--- src/common/weld_pkg.sv ---
// constants, types and register map of the part-hold weld sequencer
package weld_pkg;

  localparam int ADDR_W  = 8;
  localparam int DATA_W  = 32;
  localparam int CUR_W   = 12;
  localparam int SCHED_N = 8;
  localparam int SIDX_W  = 3;
  localparam int PHASE_W = 8;
  localparam int EVT_W   = 4;
  localparam int VALVE_W = 3;
  localparam int IRQ_W   = 3;

  // register offsets (byte addresses)
  localparam logic [ADDR_W-1:0] OFS_CTRL     = 8'h00;
  localparam logic [ADDR_W-1:0] OFS_HI_LIM   = 8'h04;
  localparam logic [ADDR_W-1:0] OFS_LO_LIM   = 8'h08;
  localparam logic [ADDR_W-1:0] OFS_SCH_SEL  = 8'h0C;
  localparam logic [ADDR_W-1:0] OFS_SCH_DATA = 8'h10;
  localparam logic [ADDR_W-1:0] OFS_STATUS   = 8'h14;
  localparam logic [ADDR_W-1:0] OFS_IRQ_STAT = 8'h18;
  localparam logic [ADDR_W-1:0] OFS_IRQ_CLR  = 8'h1C;
  localparam logic [ADDR_W-1:0] OFS_IRQ_EN   = 8'h20;

  // control register fields
  localparam int CTL_HEADLOCK  = 0;
  localparam int CTL_RST_MAP   = 1;
  localparam int CTL_ESC_MAP   = 2;
  localparam int CTL_LOCKOUT   = 3;
  localparam int CTL_SEQR      = 4;
  localparam int CTL_AUX_LSB   = 8;
  localparam int CTL_START_LSB = 16;
  localparam logic [DATA_W-1:0] CTRL_MASK = 32'h0007_0F1F;
  localparam logic [DATA_W-1:0] CTRL_RST  = 32'h0000_0000;
  localparam logic [CUR_W-1:0]  HI_RST    = 12'hFFF;
  localparam logic [CUR_W-1:0]  LO_RST    = 12'h000;

  // status register fields
  localparam int STS_STATE_LSB = 0;
  localparam int STS_SIDX_LSB  = 4;
  localparam int STS_FAULT     = 8;
  localparam int STS_HELD      = 9;

  // interrupt bits
  localparam int IRQ_DONE    = 0;
  localparam int IRQ_FAULT   = 1;
  localparam int IRQ_RELEASE = 2;

  // timing
  localparam int unsigned CLK_HZ      = 200_000_000;
  localparam int unsigned LINE_HZ     = 60;
  localparam int unsigned LINE_CLKS   = CLK_HZ / LINE_HZ;
  localparam int unsigned POR_TIME_US = 10;
  localparam int unsigned POR_CLKS    = CLK_HZ / 1_000_000 * POR_TIME_US;
  localparam int          POR_W       = 12;

  typedef enum logic [2:0] {
    ST_IDLE, ST_SQUEEZE, ST_WELD, ST_HOLD, ST_PART_HOLD, ST_POR
  } seq_state_t;

  typedef struct packed {
    logic [PHASE_W-1:0] squeezeTime;
    logic [PHASE_W-1:0] weldTime;
    logic [PHASE_W-1:0] holdTime;
    logic [VALVE_W-1:0] valves;
    logic [EVT_W-1:0]   events;
    logic               chained;
  } sched_t;

  typedef struct packed {
    logic firstStageInitiate;
    logic estopClosed;
    logic errorResetInput;
    logic escapeReleaseInput;
    logic keyTurned;
  } pins_in_t;

  typedef struct packed {
    logic [VALVE_W-1:0] headValves;
    logic               controlRelay;
    logic               isolationContactorOutput;
    logic               faultAlarmOutput;
    logic [EVT_W-1:0]   auxEventOutputs;
  } pins_out_t;

endpackage

--- src/hw/line_cycle_tick.sv ---
// line cycle enable pulse divider
`timescale 1ns/100ps
module line_cycle_tick #(
  parameter int unsigned PERIOD = 3333333
) (
  input  wire logic clk,
  input  wire logic rst_n,
  input  wire logic enable,
  output logic      tick
);
  localparam int W = $clog2(PERIOD + 1);
  localparam logic [W-1:0] LAST = W'(PERIOD - 1);

  logic [W-1:0] cnt_q;

  // restarts while disabled so each phase counts whole cycles
  always_ff @(posedge clk) begin
    if (!rst_n || !enable) begin
      cnt_q <= '0;
    end else if (cnt_q == LAST) begin
      cnt_q <= '0;
    end else begin
      cnt_q <= cnt_q + W'(1);
    end
  end

  always_ff @(posedge clk) begin
    if (!rst_n) begin
      tick <= 1'b0;
    end else begin
      tick <= enable && (cnt_q == LAST);
    end
  end
endmodule // line_cycle_tick

--- src/hw/weld_sequencer.sv ---
// weld sequencer with part hold on current fault
//
// Overview of operation
// RQ1: part-hold mode and out-of-window current keep valves on after sequence.
// RQ2: current inside window turns valves off at end of hold.
// RQ3: isolation contactor output only during squeeze, weld and hold.
// RQ4: contactor drops at end of hold even with a current error.
// RQ5: alarm output on while the part is held for a current error.
// RQ6: valves and alarm stay on until the error is cleared.
// RQ7: estop open, error reset or escape closing ends the part hold.
// RQ8: error reset and escape release only when mapped to that function.
// RQ9: clearing the error turns all valves off then runs power-on reset.
// RQ10: with lockout key fitted, key must also be turned to release.
// RQ11: aux outputs nine to twelve follow per-schedule events when mapped.
// RQ12: chained schedule runs the next one; non-repeat ends the chain.
// RQ13: software keeps the sequencer function off for event valve control.
// RQ14: only the three head valves pass the control relay contacts.
// RQ15: closing first stage initiate starts the selected schedule.
// RQ16: squeeze, weld, hold in order, each counted in line cycles.
`timescale 1ns/100ps
module weld_sequencer
  import weld_pkg::*;
#(
  parameter int unsigned LINE_CLKS_P = weld_pkg::LINE_CLKS
) (
  input  wire logic                       clk,
  input  wire logic                       rst_n,
  input  wire logic [weld_pkg::ADDR_W-1:0] regAddr,
  input  wire logic [weld_pkg::DATA_W-1:0] regWdata,
  input  wire logic                       regWrite,
  input  wire logic                       regRead,
  output logic      [weld_pkg::DATA_W-1:0] regRdata,
  input  wire weld_pkg::pins_in_t         pinsIn,
  input  wire logic [weld_pkg::CUR_W-1:0]  currentValue,
  input  wire logic                       currentValid,
  output weld_pkg::pins_out_t             pinsOut,
  output logic                            irq
);
  import weld_pkg::*;

  //////////////////////////////////////////////////////////////////////////
  // declarations
  seq_state_t          state_q;
  logic [SIDX_W-1:0]   schedIdx_q;
  logic [PHASE_W-1:0]  phaseCnt_q;
  logic [POR_W-1:0]    porCnt_q;
  logic                faultSeen_q;
  logic                initPrev_q;
  logic [DATA_W-1:0]   ctrl_q;
  logic [CUR_W-1:0]    hiLim_q;
  logic [CUR_W-1:0]    loLim_q;
  logic [SIDX_W-1:0]   schSel_q;
  logic [IRQ_W-1:0]    irqStat_q;
  logic [IRQ_W-1:0]    irqEn_q;
  sched_t              schedMem [SCHED_N];
  pins_out_t           pinsOut_d;
  sched_t              cur;
  logic [PHASE_W-1:0]  phaseLen;
  logic                lineTick;
  logic                seqActive;
  logic                phaseDone;
  logic                startReq;
  logic                holdEnd;
  logic                takeHold;
  logic                chainNext;
  logic                relSrc;
  logic                relOk;
  logic                outOfWindow;
  logic [IRQ_W-1:0]    irqEvt;
  logic [IRQ_W-1:0]    irqClr;
  logic                headLock;
  logic [EVT_W-1:0]    auxMap;

  localparam logic [SIDX_W-1:0] LAST_SCHED = SIDX_W'(SCHED_N - 1);
  localparam logic [POR_W-1:0]  POR_LAST   = POR_W'(POR_CLKS - 1);

  assign cur       = schedMem[schedIdx_q];
  assign headLock  = ctrl_q[CTL_HEADLOCK];
  assign auxMap    = ctrl_q[CTL_AUX_LSB +: EVT_W];
  assign seqActive = (state_q == ST_SQUEEZE) || (state_q == ST_WELD) ||
                     (state_q == ST_HOLD);

  //////////////////////////////////////////////////////////////////////////
  // line cycle timing
  line_cycle_tick #(
    .PERIOD (LINE_CLKS_P)
  ) u_tick (
    .clk    (clk),
    .rst_n  (rst_n),
    .enable (seqActive),
    .tick   (lineTick)
  );

  always_comb begin
    case (state_q)
      ST_SQUEEZE: phaseLen = cur.squeezeTime;
      ST_WELD:    phaseLen = cur.weldTime;
      default:    phaseLen = cur.holdTime;
    endcase
  end

  // a zero length phase ends on its first line cycle
  assign phaseDone = lineTick &&
    (({1'b0, phaseCnt_q} + 9'd1) >= {1'b0, phaseLen}); // [RQ16]

  assign startReq  = pinsIn.firstStageInitiate && !initPrev_q; // [RQ15]
  assign holdEnd   = (state_q == ST_HOLD) && phaseDone &&
                     pinsIn.estopClosed;
  assign takeHold  = holdEnd && faultSeen_q && headLock; // [RQ1]
  assign chainNext = holdEnd && !takeHold && cur.chained &&
                     (schedIdx_q != LAST_SCHED); // [RQ12]

  assign relSrc = !pinsIn.estopClosed ||
    (pinsIn.errorResetInput && ctrl_q[CTL_RST_MAP]) ||
    (pinsIn.escapeReleaseInput && ctrl_q[CTL_ESC_MAP]); // [RQ7] [RQ8]
  assign relOk  = relSrc &&
    (!ctrl_q[CTL_LOCKOUT] || pinsIn.keyTurned); // [RQ10]

  assign outOfWindow = (currentValue > hiLim_q) ||
                       (currentValue < loLim_q);

  //////////////////////////////////////////////////////////////////////////
  // sequence state
  always_ff @(posedge clk) begin
    if (!rst_n) begin
      initPrev_q <= 1'b0;
    end else begin
      initPrev_q <= pinsIn.firstStageInitiate;
    end
  end

  always_ff @(posedge clk) begin
    if (!rst_n) begin
      state_q    <= ST_IDLE;
      schedIdx_q <= '0;
      phaseCnt_q <= '0;
    end else begin
      case (state_q)
        ST_IDLE: begin
          phaseCnt_q <= '0;
          if (startReq && pinsIn.estopClosed) begin // [RQ15]
            schedIdx_q <= ctrl_q[CTL_START_LSB +: SIDX_W];
            state_q    <= ST_SQUEEZE;
          end
        end
        ST_SQUEEZE, ST_WELD, ST_HOLD: begin
          if (!pinsIn.estopClosed) begin
            state_q <= ST_POR;
          end else if (phaseDone) begin // [RQ16]
            phaseCnt_q <= '0;
            if (state_q == ST_SQUEEZE) begin
              state_q <= ST_WELD;
            end else if (state_q == ST_WELD) begin
              state_q <= ST_HOLD;
            end else if (takeHold) begin
              state_q <= ST_PART_HOLD; // [RQ1]
            end else if (chainNext) begin
              schedIdx_q <= schedIdx_q + SIDX_W'(1); // [RQ12]
              state_q    <= ST_SQUEEZE;
            end else begin
              state_q <= ST_IDLE; // [RQ2] [RQ12]
            end
          end else if (lineTick) begin
            phaseCnt_q <= phaseCnt_q + PHASE_W'(1);
          end
        end
        ST_PART_HOLD: begin
          if (relOk) begin
            state_q <= ST_POR; // [RQ7] [RQ9]
          end
        end
        default: begin
          if (porCnt_q == POR_LAST) begin
            state_q <= ST_IDLE;
          end
        end
      endcase
    end
  end

  always_ff @(posedge clk) begin
    if (!rst_n || state_q != ST_POR) begin
      porCnt_q <= '0;
    end else begin
      porCnt_q <= porCnt_q + POR_W'(1);
    end
  end

  // current error latch, cleared by a new start or power-on reset
  always_ff @(posedge clk) begin
    if (!rst_n) begin
      faultSeen_q <= 1'b0;
    end else if (state_q == ST_WELD && currentValid && outOfWindow) begin
      faultSeen_q <= 1'b1;
    end else if (state_q == ST_POR ||
                 (state_q == ST_IDLE && startReq)) begin
      faultSeen_q <= 1'b0; // [RQ9]
    end
  end

  //////////////////////////////////////////////////////////////////////////
  // output pins
  always_comb begin
    pinsOut_d = '0;
    pinsOut_d.controlRelay = (state_q != ST_POR) && pinsIn.estopClosed;
    if (seqActive || state_q == ST_PART_HOLD) begin
      pinsOut_d.headValves = cur.valves; // [RQ1] [RQ6]
    end
    if (!pinsOut_d.controlRelay) begin
      pinsOut_d.headValves = '0; // [RQ14]
    end
    pinsOut_d.isolationContactorOutput = seqActive; // [RQ3] [RQ4]
    pinsOut_d.faultAlarmOutput = (state_q == ST_PART_HOLD); // [RQ5]
    if (seqActive && !ctrl_q[CTL_SEQR]) begin
      pinsOut_d.auxEventOutputs = auxMap & cur.events; // [RQ11]
    end
  end

  always_ff @(posedge clk) begin
    if (!rst_n) begin
      pinsOut <= '0;
    end else begin
      pinsOut <= pinsOut_d;
    end
  end

  //////////////////////////////////////////////////////////////////////////
  // register file
  always_ff @(posedge clk) begin
    if (!rst_n) begin
      ctrl_q   <= CTRL_RST;
      hiLim_q  <= HI_RST;
      loLim_q  <= LO_RST;
      schSel_q <= '0;
      irqEn_q  <= '0;
    end else if (regWrite) begin
      if (regAddr == OFS_CTRL) begin
        ctrl_q <= regWdata & CTRL_MASK;
      end else if (regAddr == OFS_HI_LIM) begin
        hiLim_q <= regWdata[CUR_W-1:0];
      end else if (regAddr == OFS_LO_LIM) begin
        loLim_q <= regWdata[CUR_W-1:0];
      end else if (regAddr == OFS_SCH_SEL) begin
        schSel_q <= regWdata[SIDX_W-1:0];
      end else if (regAddr == OFS_IRQ_EN) begin
        irqEn_q <= regWdata[IRQ_W-1:0];
      end
    end
  end

  always_ff @(posedge clk) begin
    if (!rst_n) begin
      for (int i = 0; i < SCHED_N; i++) begin
        schedMem[i] <= '0;
      end
    end else if (regWrite && regAddr == OFS_SCH_DATA) begin
      schedMem[schSel_q] <= regWdata;
    end
  end

  assign irqEvt[IRQ_DONE]    = holdEnd && !takeHold && !chainNext;
  assign irqEvt[IRQ_FAULT]   = takeHold;
  assign irqEvt[IRQ_RELEASE] = (state_q == ST_PART_HOLD) && relOk;
  assign irqClr = (regWrite && regAddr == OFS_IRQ_CLR) ?
                  regWdata[IRQ_W-1:0] : '0;

  // a new event wins over a clear in the same cycle
  always_ff @(posedge clk) begin
    if (!rst_n) begin
      irqStat_q <= '0;
    end else begin
      irqStat_q <= (irqStat_q & ~irqClr) | irqEvt;
    end
  end

  assign irq = |(irqStat_q & irqEn_q);

  always_ff @(posedge clk) begin
    if (!rst_n || !regRead) begin
      regRdata <= '0;
    end else if (regAddr == OFS_CTRL) begin
      regRdata <= ctrl_q;
    end else if (regAddr == OFS_HI_LIM) begin
      regRdata <= {{(DATA_W-CUR_W){1'b0}}, hiLim_q};
    end else if (regAddr == OFS_LO_LIM) begin
      regRdata <= {{(DATA_W-CUR_W){1'b0}}, loLim_q};
    end else if (regAddr == OFS_SCH_SEL) begin
      regRdata <= {{(DATA_W-SIDX_W){1'b0}}, schSel_q};
    end else if (regAddr == OFS_SCH_DATA) begin
      regRdata <= schedMem[schSel_q];
    end else if (regAddr == OFS_STATUS) begin
      regRdata <= '0;
      regRdata[STS_STATE_LSB +: 3]    <= state_q;
      regRdata[STS_SIDX_LSB +: SIDX_W] <= schedIdx_q;
      regRdata[STS_FAULT]             <= faultSeen_q;
      regRdata[STS_HELD]              <= (state_q == ST_PART_HOLD);
    end else if (regAddr == OFS_IRQ_STAT) begin
      regRdata <= {{(DATA_W-IRQ_W){1'b0}}, irqStat_q};
    end else if (regAddr == OFS_IRQ_EN) begin
      regRdata <= {{(DATA_W-IRQ_W){1'b0}}, irqEn_q};
    end else begin
      regRdata <= '0;
    end
  end
endmodule // weld_sequencer

--- config.mk ---
export PLATFORM = sky130hd
export DESIGN_NAME = weld_sequencer
export DESIGN_NICKNAME = d
export VERILOG_FILES = /design/src/common/weld_pkg.sv /design/src/hw/line_cycle_tick.sv /design/src/hw/weld_sequencer.sv
export SDC_FILE = /design/constraint.sdc
export NUM_CORES = 1
export LEC_CHECK = 0
export ABC_CLOCK_PERIOD_IN_PS = 3500
export BUFFER_PORTS_ARGS = -buffer_cell sky130_fd_sc_hd__buf_2
export CAP_MARGIN = 20
export CORE_ASPECT_RATIO = 0.75
export CORE_MARGIN = 8
export CORE_UTILIZATION = 52
export DETAILED_ROUTE_END_ITERATION = 12
export PLACE_DENSITY = 0.72
export SLEW_MARGIN = 10
export SYNTH_ARGS = -nofsm -noshare
export SYNTH_HDL_FRONTEND = slang
export SYNTH_SLANG_ARGS = --single-unit
--- constraint.sdc ---
create_clock -name clk -period 3.5 [get_ports clk]
set_input_delay 0.175 -clock clk [delete_from_list [all_inputs] [get_ports clk]]
set_output_delay 0.175 -clock clk [all_outputs]
set_load 0.05 [all_outputs]
==> results.json, run 1 <==
{
  "cts.htree.levels": 2,
  "ys_warn_count": 0,
  "synth_area_um2": 20130,
  "synth_top_cell_area_share_pct": 38.18,
  "status": "finished clean",
  "drive_above_1_share_pct": 24.73,
  "coreArea_um2": 38240,
  "grt_pass1_vias": 14190,
  "grt_util_met1_pct": 33.85,
  "drv_slew": 0,
  "maxSlewHeadroom_pct": 30.36,
  "hold_slack_ns": 0.02673,
  "synth.net_count": 1704,
  "async_flop_share_pct": 0,
  "arrival_ns": 3.88,
  "startpoint_type": "flip-flop",
  "synth_edf_count": 256,
  "gr-total-overflow": 0,
  "totalWireLength_mm": 56.39,
  "regArea_um2": 10580,
  "hold_path_end": "schedMem[3][19]",
  "cts_sinks": 400,
  "netSwitchingFraction_pct": 23.22,
  "hp-start": "regWdata[19]",
  "ys_types": 72,
  "multi_input_area_um2": 9107,
  "cpPeakStageDelay_ns": 0.47,
  "grt_pass1_wl_mm": 85.81,
  "vdd_drop_max_v": 0.0003300,
  "clock_skew_ns": 0.01398,
  "path_buf_inv": 3,
  "synth_top_family_by_area": "multiplexers",
  "gr-usage-met2_pct": 38.12,
  "p_clk_share_pct": 40.9,
  "synth.avg_cell_area_um2": 12.54,
  "synth_compound_area_share_pct": 5.525,
  "drc": 0,
  "via_per_inst": 6.228,
  "syn_inst": 1605,
  "crit_slowest_cell": "mux4_2",
  "die_x_um": 243.2,
  "period_minus_slack_ns": 3.472,
  "path_class": "flip-flop to flip-flop",
  "clk_latency_ns": 0.55,
  "nFillCells": 3008,
  "layout.nets": 1838,
  "initial_core_util_pct": 52.64,
  "cts_tree": "done",
  "met3_usage_pct": 5.594,
  "place.gp.congestion": 0.8982,
  "finalPower_mw": 10.31,
  "num_vias": 14220,
  "path_cells": "buf_12 -> buf_4 -> mux4_2 -> mux2_2 -> a22oi_2 -> o22a_1 -> ha_1 -> a21o_1 -> a221oi_4 -> o221ai_4 -> buf_6 -> a31oi_1 -> or3_4 -> mux2i_2",
  "sequentialPowerShare_pct": 50.5,
  "routedWlPerCell_um": 24.70,
  "hold_path.class": "primary input to flip-flop",
  "cts.clk_slew.worst_paths_ns": 0.07,
  "port_buffers": 104,
  "synth-seq-cells": 400,
  "final_hold_viol_count": 0,
  "synth_mux_area_share_pct": 18.03,
  "track_usage_pct": 24.26,
  "first_pass_iters": 5,
  "ys_seq_area_share_pct": 52.50,
  "critPathCaptureType": "flip-flop",
  "switchingPower_mw": 2.393,
  "synth.area.top_cells": "edfxtp_1, dfxtp_1, mux4_2, and2_1, mux2i_1",
  "synth-xor-area-share_pct": 1.523,
  "rows": 62,
  "power.internal_mw": 7.915,
  "reg2reg_slack_ns": 0.03,
  "power.density_nw_per_um2": 443.3,
  "cp_max_fo": 8,
  "synth_area_leader_cell": "edfxtp_1",
  "synthSimpleGateAreaFrac_pct": 16.86,
  "io_pins": 105,
  "holdPathStages": 2,
  "ys.flop_type": "edfxtp_1",
  "die_area_um2": 45330,
  "setup_viol": 0,
  "fin_crit_sh_pct": 99.21,
  "cp.required_ns": 3.91,
  "first_iter_violations": 1545,
  "grt_max_degree": 45,
  "cts_inserted_buffers": 40,
  "maxCapViolCount": 0,
  "tightest_slew_ns": 1.045,
  "root_buffer": "clkbuf_16",
  "p_leak_nw": 8.427,
  "critical_path.top_delay_family": "compound AO/OA/AOI/OAI gates",
  "grt-busiest-layer": "met2",
  "clock_path_buffers": 3,
  "final_util_pct": 60.80,
  "r2r_cells": 14,
  "antenna_found_initial": 1,
  "yosys.area_share.adder_pct": 2.299,
  "p_comb_share_pct": 8.7,
  "syn_to_final_growth_pct": 15.50,
  "die_y_um": 186.4,
  "fmax_mhz": 288.0,
  "ant_nets": 0,
  "diodes": 0,
  "rsz0062_at_grt": "true",
  "dp_hpwl_mm": 36.10
}
==> registers in the layout, summed over array words and instances (netlist names), 3 cells and up, named ones only <==
signal / flops
regRdata: 32
porCnt_q: 12
pinsOut: 10
schSel_q: 3
schedMem: 256
irqEn_q: 3
irqStat_q: 3
ctrl_q: 12
phaseCnt_q: 8
state_q: 3
loLim_q: 12
schedIdx_q: 3
u_tick.cnt_q: 22
hiLim_q: 12
==> synth_stat cells (all sizes together), types with 14 or more instances <==
cell,n
a21oi,50
clkbuf,66
nor2,109
nand3,54
dfxtp,144
xor2,15
nand2,103
edfxtp,256
xnor2,20
buf,46
mux4,128
and2,229
and3,42
ha,37
mux2i,59
mux2,14
o21ai,22
inv,40
o211ai,18
==> worst reg2reg max path, delay by kind of cell (launching register included) <==
family | cells | cell delay, ns
DFF | 1 | 0.39
muxes | 3 | 0.94
buffers and inverters | 3 | 0.44
and+or+nand+nor | 1 | 0.42
AOI/OAI and AO/OA | 6 | 1.02
adders and majority gates | 1 | 0.14
==> layout make-up <==
class | count | area share, %
inverters | 40 | 0.6457
well taps | 512 | 2.755
clock buffers | 62 | 5.096
clock inverters | 12 | 0.3874
flip-flops and latches | 400 | 45.51
multi-input cells | 1053 | 39.17
repair buffers | 204 | 6.441
==> per-layer routing <==
layer  wire length (um)  part of all wire [%]  vias up
li1                   -                     -     6236
met4               1246                   2.2        2
met2              25890                    46      730
met3               5793                    10      106
met5                 11                 0.020        -
met1              23450                    42     7145
==> kinds of logic (layout without fill, tap and decap cells) <==
family | count (synthesis) | in the layout
flip-flops | 400 | 400
multiplexers | 201 | 201
buffers and inverters | 152 | 318
adder cells (fa/ha/maj) | 37 | 37
XOR/XNOR | 35 | 35
AND/OR/NAND/NOR | 618 | 618
AO/OA/AOI/OAI | 162 | 162
==> per-stage QoR <==
step           worst slack, ns  instances  setup TNS (ns)  area, um2
6_report               0.02761       2283               0      23250
5_1_grt               -0.09232       2283         -0.5894      23250
4_1_cts               0.003628       2282               0      23110
3_5_place_dp           -0.1534       2181          -1.028      21530
3_3_place_gp          -0.04227       2181         -0.1899      21530
2_1_floorplan          -0.3053       1605          -19.54      20140
==> worst max-delay path by stage <==
stage	from	to	slack, ns	cells after the start
6_report	flip-flop	flip-flop	0.03	14
5_1_grt	flip-flop	flip-flop	-0.09	14
4_1_cts	flip-flop	flip-flop	0.004	12
3_5_place_dp	flip-flop	flip-flop	-0.15	12
3_3_place_gp	flip-flop	state_q[0]	-0.04	12
2_1_floorplan	regAddr[7]	schedMem[7][0]	-0.31	4
==> cells in the final DEF, fill, tap and decap left out, drive strengths merged, types with 5 or more instances in the layout <==
cell type | synthesis | final
edfxtp | 256 | 256
and2 | 229 | 229
buf | 46 | 178
dfxtp | 144 | 144
mux4 | 128 | 128
nor2 | 109 | 109
nand2 | 103 | 103
clkbuf | 66 | 62
mux2i | 59 | 59
nand3 | 54 | 54
a21oi | 50 | 50
and3 | 42 | 42
inv | 40 | 42
ha | 37 | 37
dlygate4sd3 | 0 | 26
o21ai | 22 | 22
xnor2 | 20 | 20
o211ai | 18 | 18
xor2 | 15 | 15
mux2 | 14 | 14
nand4 | 12 | 12
nand2b | 12 | 12
nor3 | 11 | 11
a222oi | 10 | 10
clkinv | 0 | 9
a22oi | 9 | 9
a21o | 7 | 7
or3 | 7 | 7
nor4 | 7 | 7
nor2b | 6 | 6
a221oi | 6 | 6
o22ai | 5 | 5
nor3b | 5 | 5
==> power groups by stage <==
stage / Clock [mW] / Combinational (mW) / Sequential (mW)
finish: 4.21 / 0.895 / 5.20
global route: 4.45 / 0.948 / 5.21
CTS: 4.26 / 0.846 / 5.20
detailed placement: 0 / 0.810 / 5.30
global placement: 0 / 0.800 / 5.29
floorplan: 0 / 0.473 / 5.28
==> timing repair <==
| item | CTS | global route |
|---|---|---|
| gates resized for setup | 7 | 21 |
| setup buffers | 1 | 1 |
| cloned | 0 | 0 |
| pin swaps | 2 | 12 |
| endpoints found under the hold margin | 107 | 0 |
| hold buffers | 26 | 0 |
| setup endpoints to repair | 11 | 14 |
No activity file was read; power rests on OpenSTA's default activity.
==> run 2, diff against run 1 <==
--- a/config.mk
+++ b/config.mk
@@ -8,11 +8,13 @@
 export ABC_CLOCK_PERIOD_IN_PS = 3500
 export BUFFER_PORTS_ARGS = -buffer_cell sky130_fd_sc_hd__buf_2
 export CAP_MARGIN = 20
+export CELL_PAD_IN_SITES_DETAIL_PLACEMENT = 1
+export CELL_PAD_IN_SITES_GLOBAL_PLACEMENT = 2
 export CORE_ASPECT_RATIO = 0.75
 export CORE_MARGIN = 8
-export CORE_UTILIZATION = 52
+export CORE_UTILIZATION = 39
 export DETAILED_ROUTE_END_ITERATION = 12
-export PLACE_DENSITY = 0.72
+export PLACE_DENSITY_LB_ADDON = 0.1
 export SLEW_MARGIN = 10
 export SYNTH_ARGS = -nofsm -noshare
 export SYNTH_HDL_FRONTEND = slang
==> run 2 against run 1 <==
  * Clock power rose by 17%
  * Cell area grew 4.1%
  * Critical path depth increased by 3
  * Clock-buffer cell count down 8
  * Flip-flop and latch count unchanged
  * Maximum frequency fell by 3.6%
  * First-iteration DRC count decreased by 25%
  * Global-route usage fell by 2.3 points
  * Via count fell by 0.30%
  * The run now ends with setup timing left
  * Die area increased by 31%
  * Sequential power about the same
  * Wire length is 17% higher
==> results.json, run 2 (synthesis results as in run 1) <==
{
  "status": "finished, violations left",
  "violations": "setup timing",
  "cts_inserted_buffers": 45,
  "rows": 72,
  "startpoint_type": "flip-flop",
  "maxCapViolCount": 0,
  "drive_above_1_share_pct": 27.27,
  "stdcell_count": 2507,
  "die_area_um2": 59220,
  "io_pins": 105,
  "crit_slowest_cell": "mux4_2",
  "coreArea_um2": 51260,
  "final_common_cell": "edfxtp_1",
  "grt_pass1_vias": 14840,
  "fmax_mhz": 277.7,
  "hold_path.class": "primary input to flip-flop",
  "placed_area_um2": 21900,
  "p_clk_share_pct": 44.3,
  "first_pass_iters": 5,
  "dp_hpwl_mm": 43.17,
  "via_per_inst": 5.655,
  "path_cells": "buf_12 -> buf_12 -> buf_12 -> buf_12 -> mux4_2 -> mux2i_1 -> buf_4 -> nor2_1 -> nor2_1 -> ha_1 -> a21o_1 -> a31oi_2 -> o221ai_4 -> buf_6 -> nand2_1 -> or4_4 -> a211oi_2",
  "clock_path_buffers": 3,
  "setup_viol": 7,
  "finalPower_mw": 11.13,
  "placedCellCount": 2356,
  "met3_usage_pct": 3.592,
  "clock_skew_ns": 0.01362,
  "pre_cts_ws_ns": -0.1515,
  "final_util_pct": 47.24,
  "clk_latency_ns": 0.58,
  "cp_max_fo": 13,
  "netSwitchingFraction_pct": 24.30,
  "power.density_nw_per_um2": 459.7,
  "first_iter_violations": 1154,
  "track_usage_pct": 21.96,
  "p_comb_share_pct": 9.0,
  "power.internal_mw": 8.426,
  "gr-total-overflow": 0,
  "num_vias": 14180,
  "final_hold_viol_count": 0,
  "mostFrequentLayoutCells": "edfxtp_1, and2_1, dfxtp_1",
  "cpPeakStageDelay_ns": 0.48,
  "ant_nets": 0,
  "syn_to_final_growth_pct": 20.27,
  "switchingPower_mw": 2.704,
  "drv_slew": 0,
  "grt_max_degree": 45,
  "grt-busiest-layer": "met2",
  "cts.htree.levels": 2,
  "tightest_slew_ns": 0.8455,
  "top_register": "schedMem",
  "place.gp.congestion": 0.8257,
  "antenna_found_initial": 2,
  "vdd_drop_max_v": 0.0003201,
  "largest_reg_flops": 256,
  "path_class": "flip-flop to flip-flop",
  "die_y_um": 212.8,
  "period_minus_slack_ns": 3.601,
  "grt_util_met1_pct": 31.41,
  "drc": 0,
  "diodes": 0,
  "cp.required_ns": 3.99,
  "cts.clk_slew.worst_paths_ns": 0.06,
  "crit_top_cell": "buf_12",
  "grt_pass1_wl_mm": 97.50,
  "top_regs": "schedMem (256), regRdata (32), u_tick.cnt_q (22)",
  "rsz0062_at_grt": "true",
  "tns_ns": -0.4590,
  "root_buffer": "clkbuf_16",
  "sequentialPowerShare_pct": 46.7,
  "hold_slack_ns": 0.04008,
  "layout.nets": 1903,
  "critPathCaptureType": "flip-flop",
  "fin_crit_sh_pct": 102.9,
  "die_x_um": 278.4,
  "maxSlewHeadroom_pct": 43.52,
  "arrival_ns": 4.09,
  "cts_tree": "done",
  "routedWlPerCell_um": 26.37,
  "layout_setup_ws_ns": -0.1012,
  "p_leak_nw": 8.803,
  "cts_sinks": 400,
  "totalWireLength_mm": 66.11,
  "final_area_um2": 24210,
  "port_buffers": 104,
  "gr-usage-met2_pct": 34.78,
  "initial_core_util_pct": 39.28
}
[run 2: changes by cell type in the layout (fill, tap and decap cells not counted), sizes merged]
| cell | previous run | this run |
|---|---|---|
| clkbuf | 62 | 54 |
| dlygate4sd3 | 26 | 35 |
| bufinv | 1 | 5 |
| clkinv | 9 | 17 |
| clkinvlp | 0 | 7 |
| buf | 178 | 229 |
| inv | 42 | 41 |
[run 2: metal layers]
layer	vias to the layer above	part of all wire, %
met5	-	0.020
met4	2	1.9
met3	93	5.5
met2	370	46
met1	7354	47
li1	6358	-
[run 2: critical path, delay by kind of cell, from the launching register on]
family,cells,cell delay (ns)
AO/OA/AOI/OAI,4,0.68
adder cells (fa/ha/maj),1,0.22
multiplexers,2,0.62
AND/OR/NAND/NOR,4,0.80
buffers and inverters,6,0.80
flip-flops,1,0.40
[run 2: layout make-up]
type | count | area (um2)
clock buffer | 54 | 1222
clock inverter | 30 | 294.0
fill | 5276 | 27050
inverter | 40 | 150.1
multi-input combinational | 1053 | 9123
sequential | 400 | 10580
tap | 666 | 833.3
timing repair buffer | 264 | 2008
[run 2: repair_timing]
| action | 4_1_cts | 5_1_grt |
|---|---|---|
| pin swaps | 7 | 15 |
| setup endpoints to repair | 13 | 17 |
| hold buffers | 35 | 0 |
| resized for setup | 11 | 15 |
| endpoints found under the hold margin | 161 | 0 |
| gates cloned | 0 | 0 |
| buffers inserted | 11 | 22 |
[run 2: final timing paths]
kind / from / endpoint / slack (ns) / cells after the start
min: regWdata[1] / ctrl_q[1] / 0.04 / 3
min reg2reg: ctrl_q[8] / pinsOut[0] / 0.46 / 2
max reg2reg: flip-flop / state_q[0] / -0.10 / 17
max: flip-flop / state_q[0] / -0.10 / 17
[run 2: power groups by stage]
| stage | Clock, mW | Combinational [mW] | Sequential (mW) |
|---|---|---|---|
| final | 4.93 | 0.998 | 5.20 |
| after global routing | 5.20 | 1.06 | 5.21 |
| after CTS | 5.03 | 0.955 | 5.20 |
| after detailed placement | 0 | 0.894 | 5.30 |
| after global placement | 0 | 0.883 | 5.29 |
| after floorplan | 0 | 0.473 | 5.28 |
==> run 3, diff against run 2 <==
--- a/config.mk
+++ b/config.mk
@@ -5,7 +5,8 @@
 export SDC_FILE = /design/constraint.sdc
 export NUM_CORES = 1
 export LEC_CHECK = 0
-export ABC_CLOCK_PERIOD_IN_PS = 3500
+export ABC_AREA = 0
+export ABC_CLOCK_PERIOD_IN_PS = 3000
 export BUFFER_PORTS_ARGS = -buffer_cell sky130_fd_sc_hd__buf_2
 export CAP_MARGIN = 20
 export CELL_PAD_IN_SITES_DETAIL_PLACEMENT = 1
==> constraint.sdc (replaced) <==
create_clock -name clk -period 3 [get_ports clk]
set_input_delay 0.15 -clock clk [delete_from_list [all_inputs] [get_ports clk]]
set_output_delay 0.15 -clock clk [all_outputs]
set_load 0.05 [all_outputs]
==> run 3 against run 2 <==
  * The flow still finishes with violations (setup timing)
  * Setup slack worse by 0.48 ns
  * Global-route usage is 0.050 points lower
  * Clock skew is 0.0047 ns higher
  * Largest cell class unchanged
  * Largest power group unchanged
==> results.json, run 3 (synthesis results as in run 1) <==
{
  "status": "finished, violations left",
  "violations": "setup timing",
  "cts_sinks": 400,
  "syn_to_final_growth_pct": 20.30,
  "final_common_cell": "edfxtp_1",
  "top_register": "schedMem",
  "drc": 0,
  "finalPower_mw": 12.87,
  "die_x_um": 278.4,
  "drive_above_1_share_pct": 27.07,
  "rows": 72,
  "cts.htree.levels": 2,
  "clock_skew_ns": 0.01832,
  "fin_crit_sh_pct": 119.4,
  "gr-total-overflow": 0,
  "grt_pass1_vias": 14880,
  "die_y_um": 212.8,
  "final_hold_viol_count": 0,
  "rsz0062_at_grt": "true",
  "tightest_slew_ns": 0.8628,
  "cts.clk_slew.worst_paths_ns": 0.06,
  "power.density_nw_per_um2": 531.3,
  "fmax_mhz": 279.1,
  "nFillCells": 5258,
  "largest_reg_flops": 256,
  "dp_hpwl_mm": 43.87,
  "ant_nets": 0,
  "initial_core_util_pct": 39.28,
  "num_vias": 14130,
  "critPathCaptureType": "flip-flop",
  "cp.required_ns": 3.49,
  "layout_setup_ws_ns": -0.5829,
  "setup_viol": 19,
  "cp_max_fo": 7,
  "final_util_pct": 47.25,
  "path_class": "flip-flop to flip-flop",
  "clock_path_buffers": 3,
  "track_usage_pct": 21.91,
  "top_regs": "schedMem (256), regRdata (32), u_tick.cnt_q (22)",
  "port_buffers": 104,
  "period_minus_slack_ns": 3.583,
  "layout.nets": 1904,
  "drv_slew": 0,
  "maxSlewHeadroom_pct": 42.36,
  "first_pass_iters": 5,
  "startpoint_type": "flip-flop",
  "first_iter_violations": 1068,
  "vdd_drop_max_v": 0.0003593,
  "cts_inserted_buffers": 44,
  "arrival_ns": 4.07,
  "clk_latency_ns": 0.58,
  "grt_max_degree": 45,
  "stdcell_count": 2506,
  "placedCellCount": 2381,
  "maxCapViolCount": 0,
  "cts_tree": "done",
  "totalWireLength_mm": 65.11,
  "grt_pass1_wl_mm": 98.04,
  "diodes": 0,
  "place.gp.congestion": 0.7977,
  "mostFrequentLayoutCells": "edfxtp_1, and2_1, dfxtp_1",
  "root_buffer": "clkbuf_16",
  "die_area_um2": 59220,
  "hold_path.class": "primary input to flip-flop",
  "routedWlPerCell_um": 25.98,
  "tns_ns": -7.906,
  "p_leak_nw": 8.827,
  "io_pins": 105,
  "antenna_found_initial": 2,
  "coreArea_um2": 51260,
  "via_per_inst": 5.636,
  "pre_cts_ws_ns": -0.6083
}
-- run 3: changes by cell type in the layout (fill, tap and decap cells not counted), sizes merged --
cell	delta
clkbuf	+9
clkinv	-8
clkinvlp	-4
buf	+3
dlygate4sd3	-1
-- run 3: timing repair --
| action | CTS | global route |
|---|---|---|
| setup buffers | 4 | 5 |
| pin swaps | 4 | 1 |
| setup endpoints to repair | 19 | 19 |
| gates resized for setup | 10 | 6 |
| hold endpoints to repair | 162 | 0 |
| gates cloned | 1 | 0 |
| hold buffers | 34 | 0 |
-- run 3: final cells by class --
type	count	area (um2)	share of cell area, %
clock buffers	63	1254	5.176
clock inverters	18	230.2	0.9505
inverters	40	150.1	0.6199
multi-input cells	1053	9084	37.50
flip-flops and latches	400	10580	43.69
well taps	666	833.3	3.440
repair buffers	266	2087	8.617
-- run 3: per-stage QoR --
step	instance area (um2)	hold WS (ns)
after floorplan	20230	0.2773
after global placement	22200	0.3964
after detailed placement	22200	0.4057
after CTS	24150	0.01550
after global routing	24220	0.01755
final	24220	0.03847
-- run 3: critical path, stage by stage (launching register included) --
cell and delay [ns]:
dfxtp_4 0.43, buf_12 0.16, mux4_2 0.49, mux2_4 0.28
a22oi_2 0.19, o22a_1 0.21, ha_4 0.21, a21o_1 0.18
a221oi_4 0.29, o221ai_4 0.20, buf_4 0.19, or3_4 0.35
and3_4 0.16, a211oi_2 0.16
-- run 3: final timing paths --
check,from,endpoint,slack [ns],depth (start not counted)
worst min register to register,porCnt_q[0],porCnt_q[0],0.47,1
worst max register to register,flip-flop,state_q[0],-0.58,13
worst min-delay path,pinsIn[0],irqStat_q[2],0.04,5
worst max-delay path,flip-flop,state_q[0],-0.58,13
-- run 3: where the power goes --
group	internal (mW)	leakage, nW	switching (mW)
combinational	0.496	4.33	0.632
sequential	5.98	3.78	0.0892
clock	3.34	0.716	2.33
-- run 3: per-layer routing --
metal,wire (um),GRT usage (%)
met2,29820,34.86
met4,1093,4.452
met5,13,0
met3,2980,2.861
met1,31200,32.04
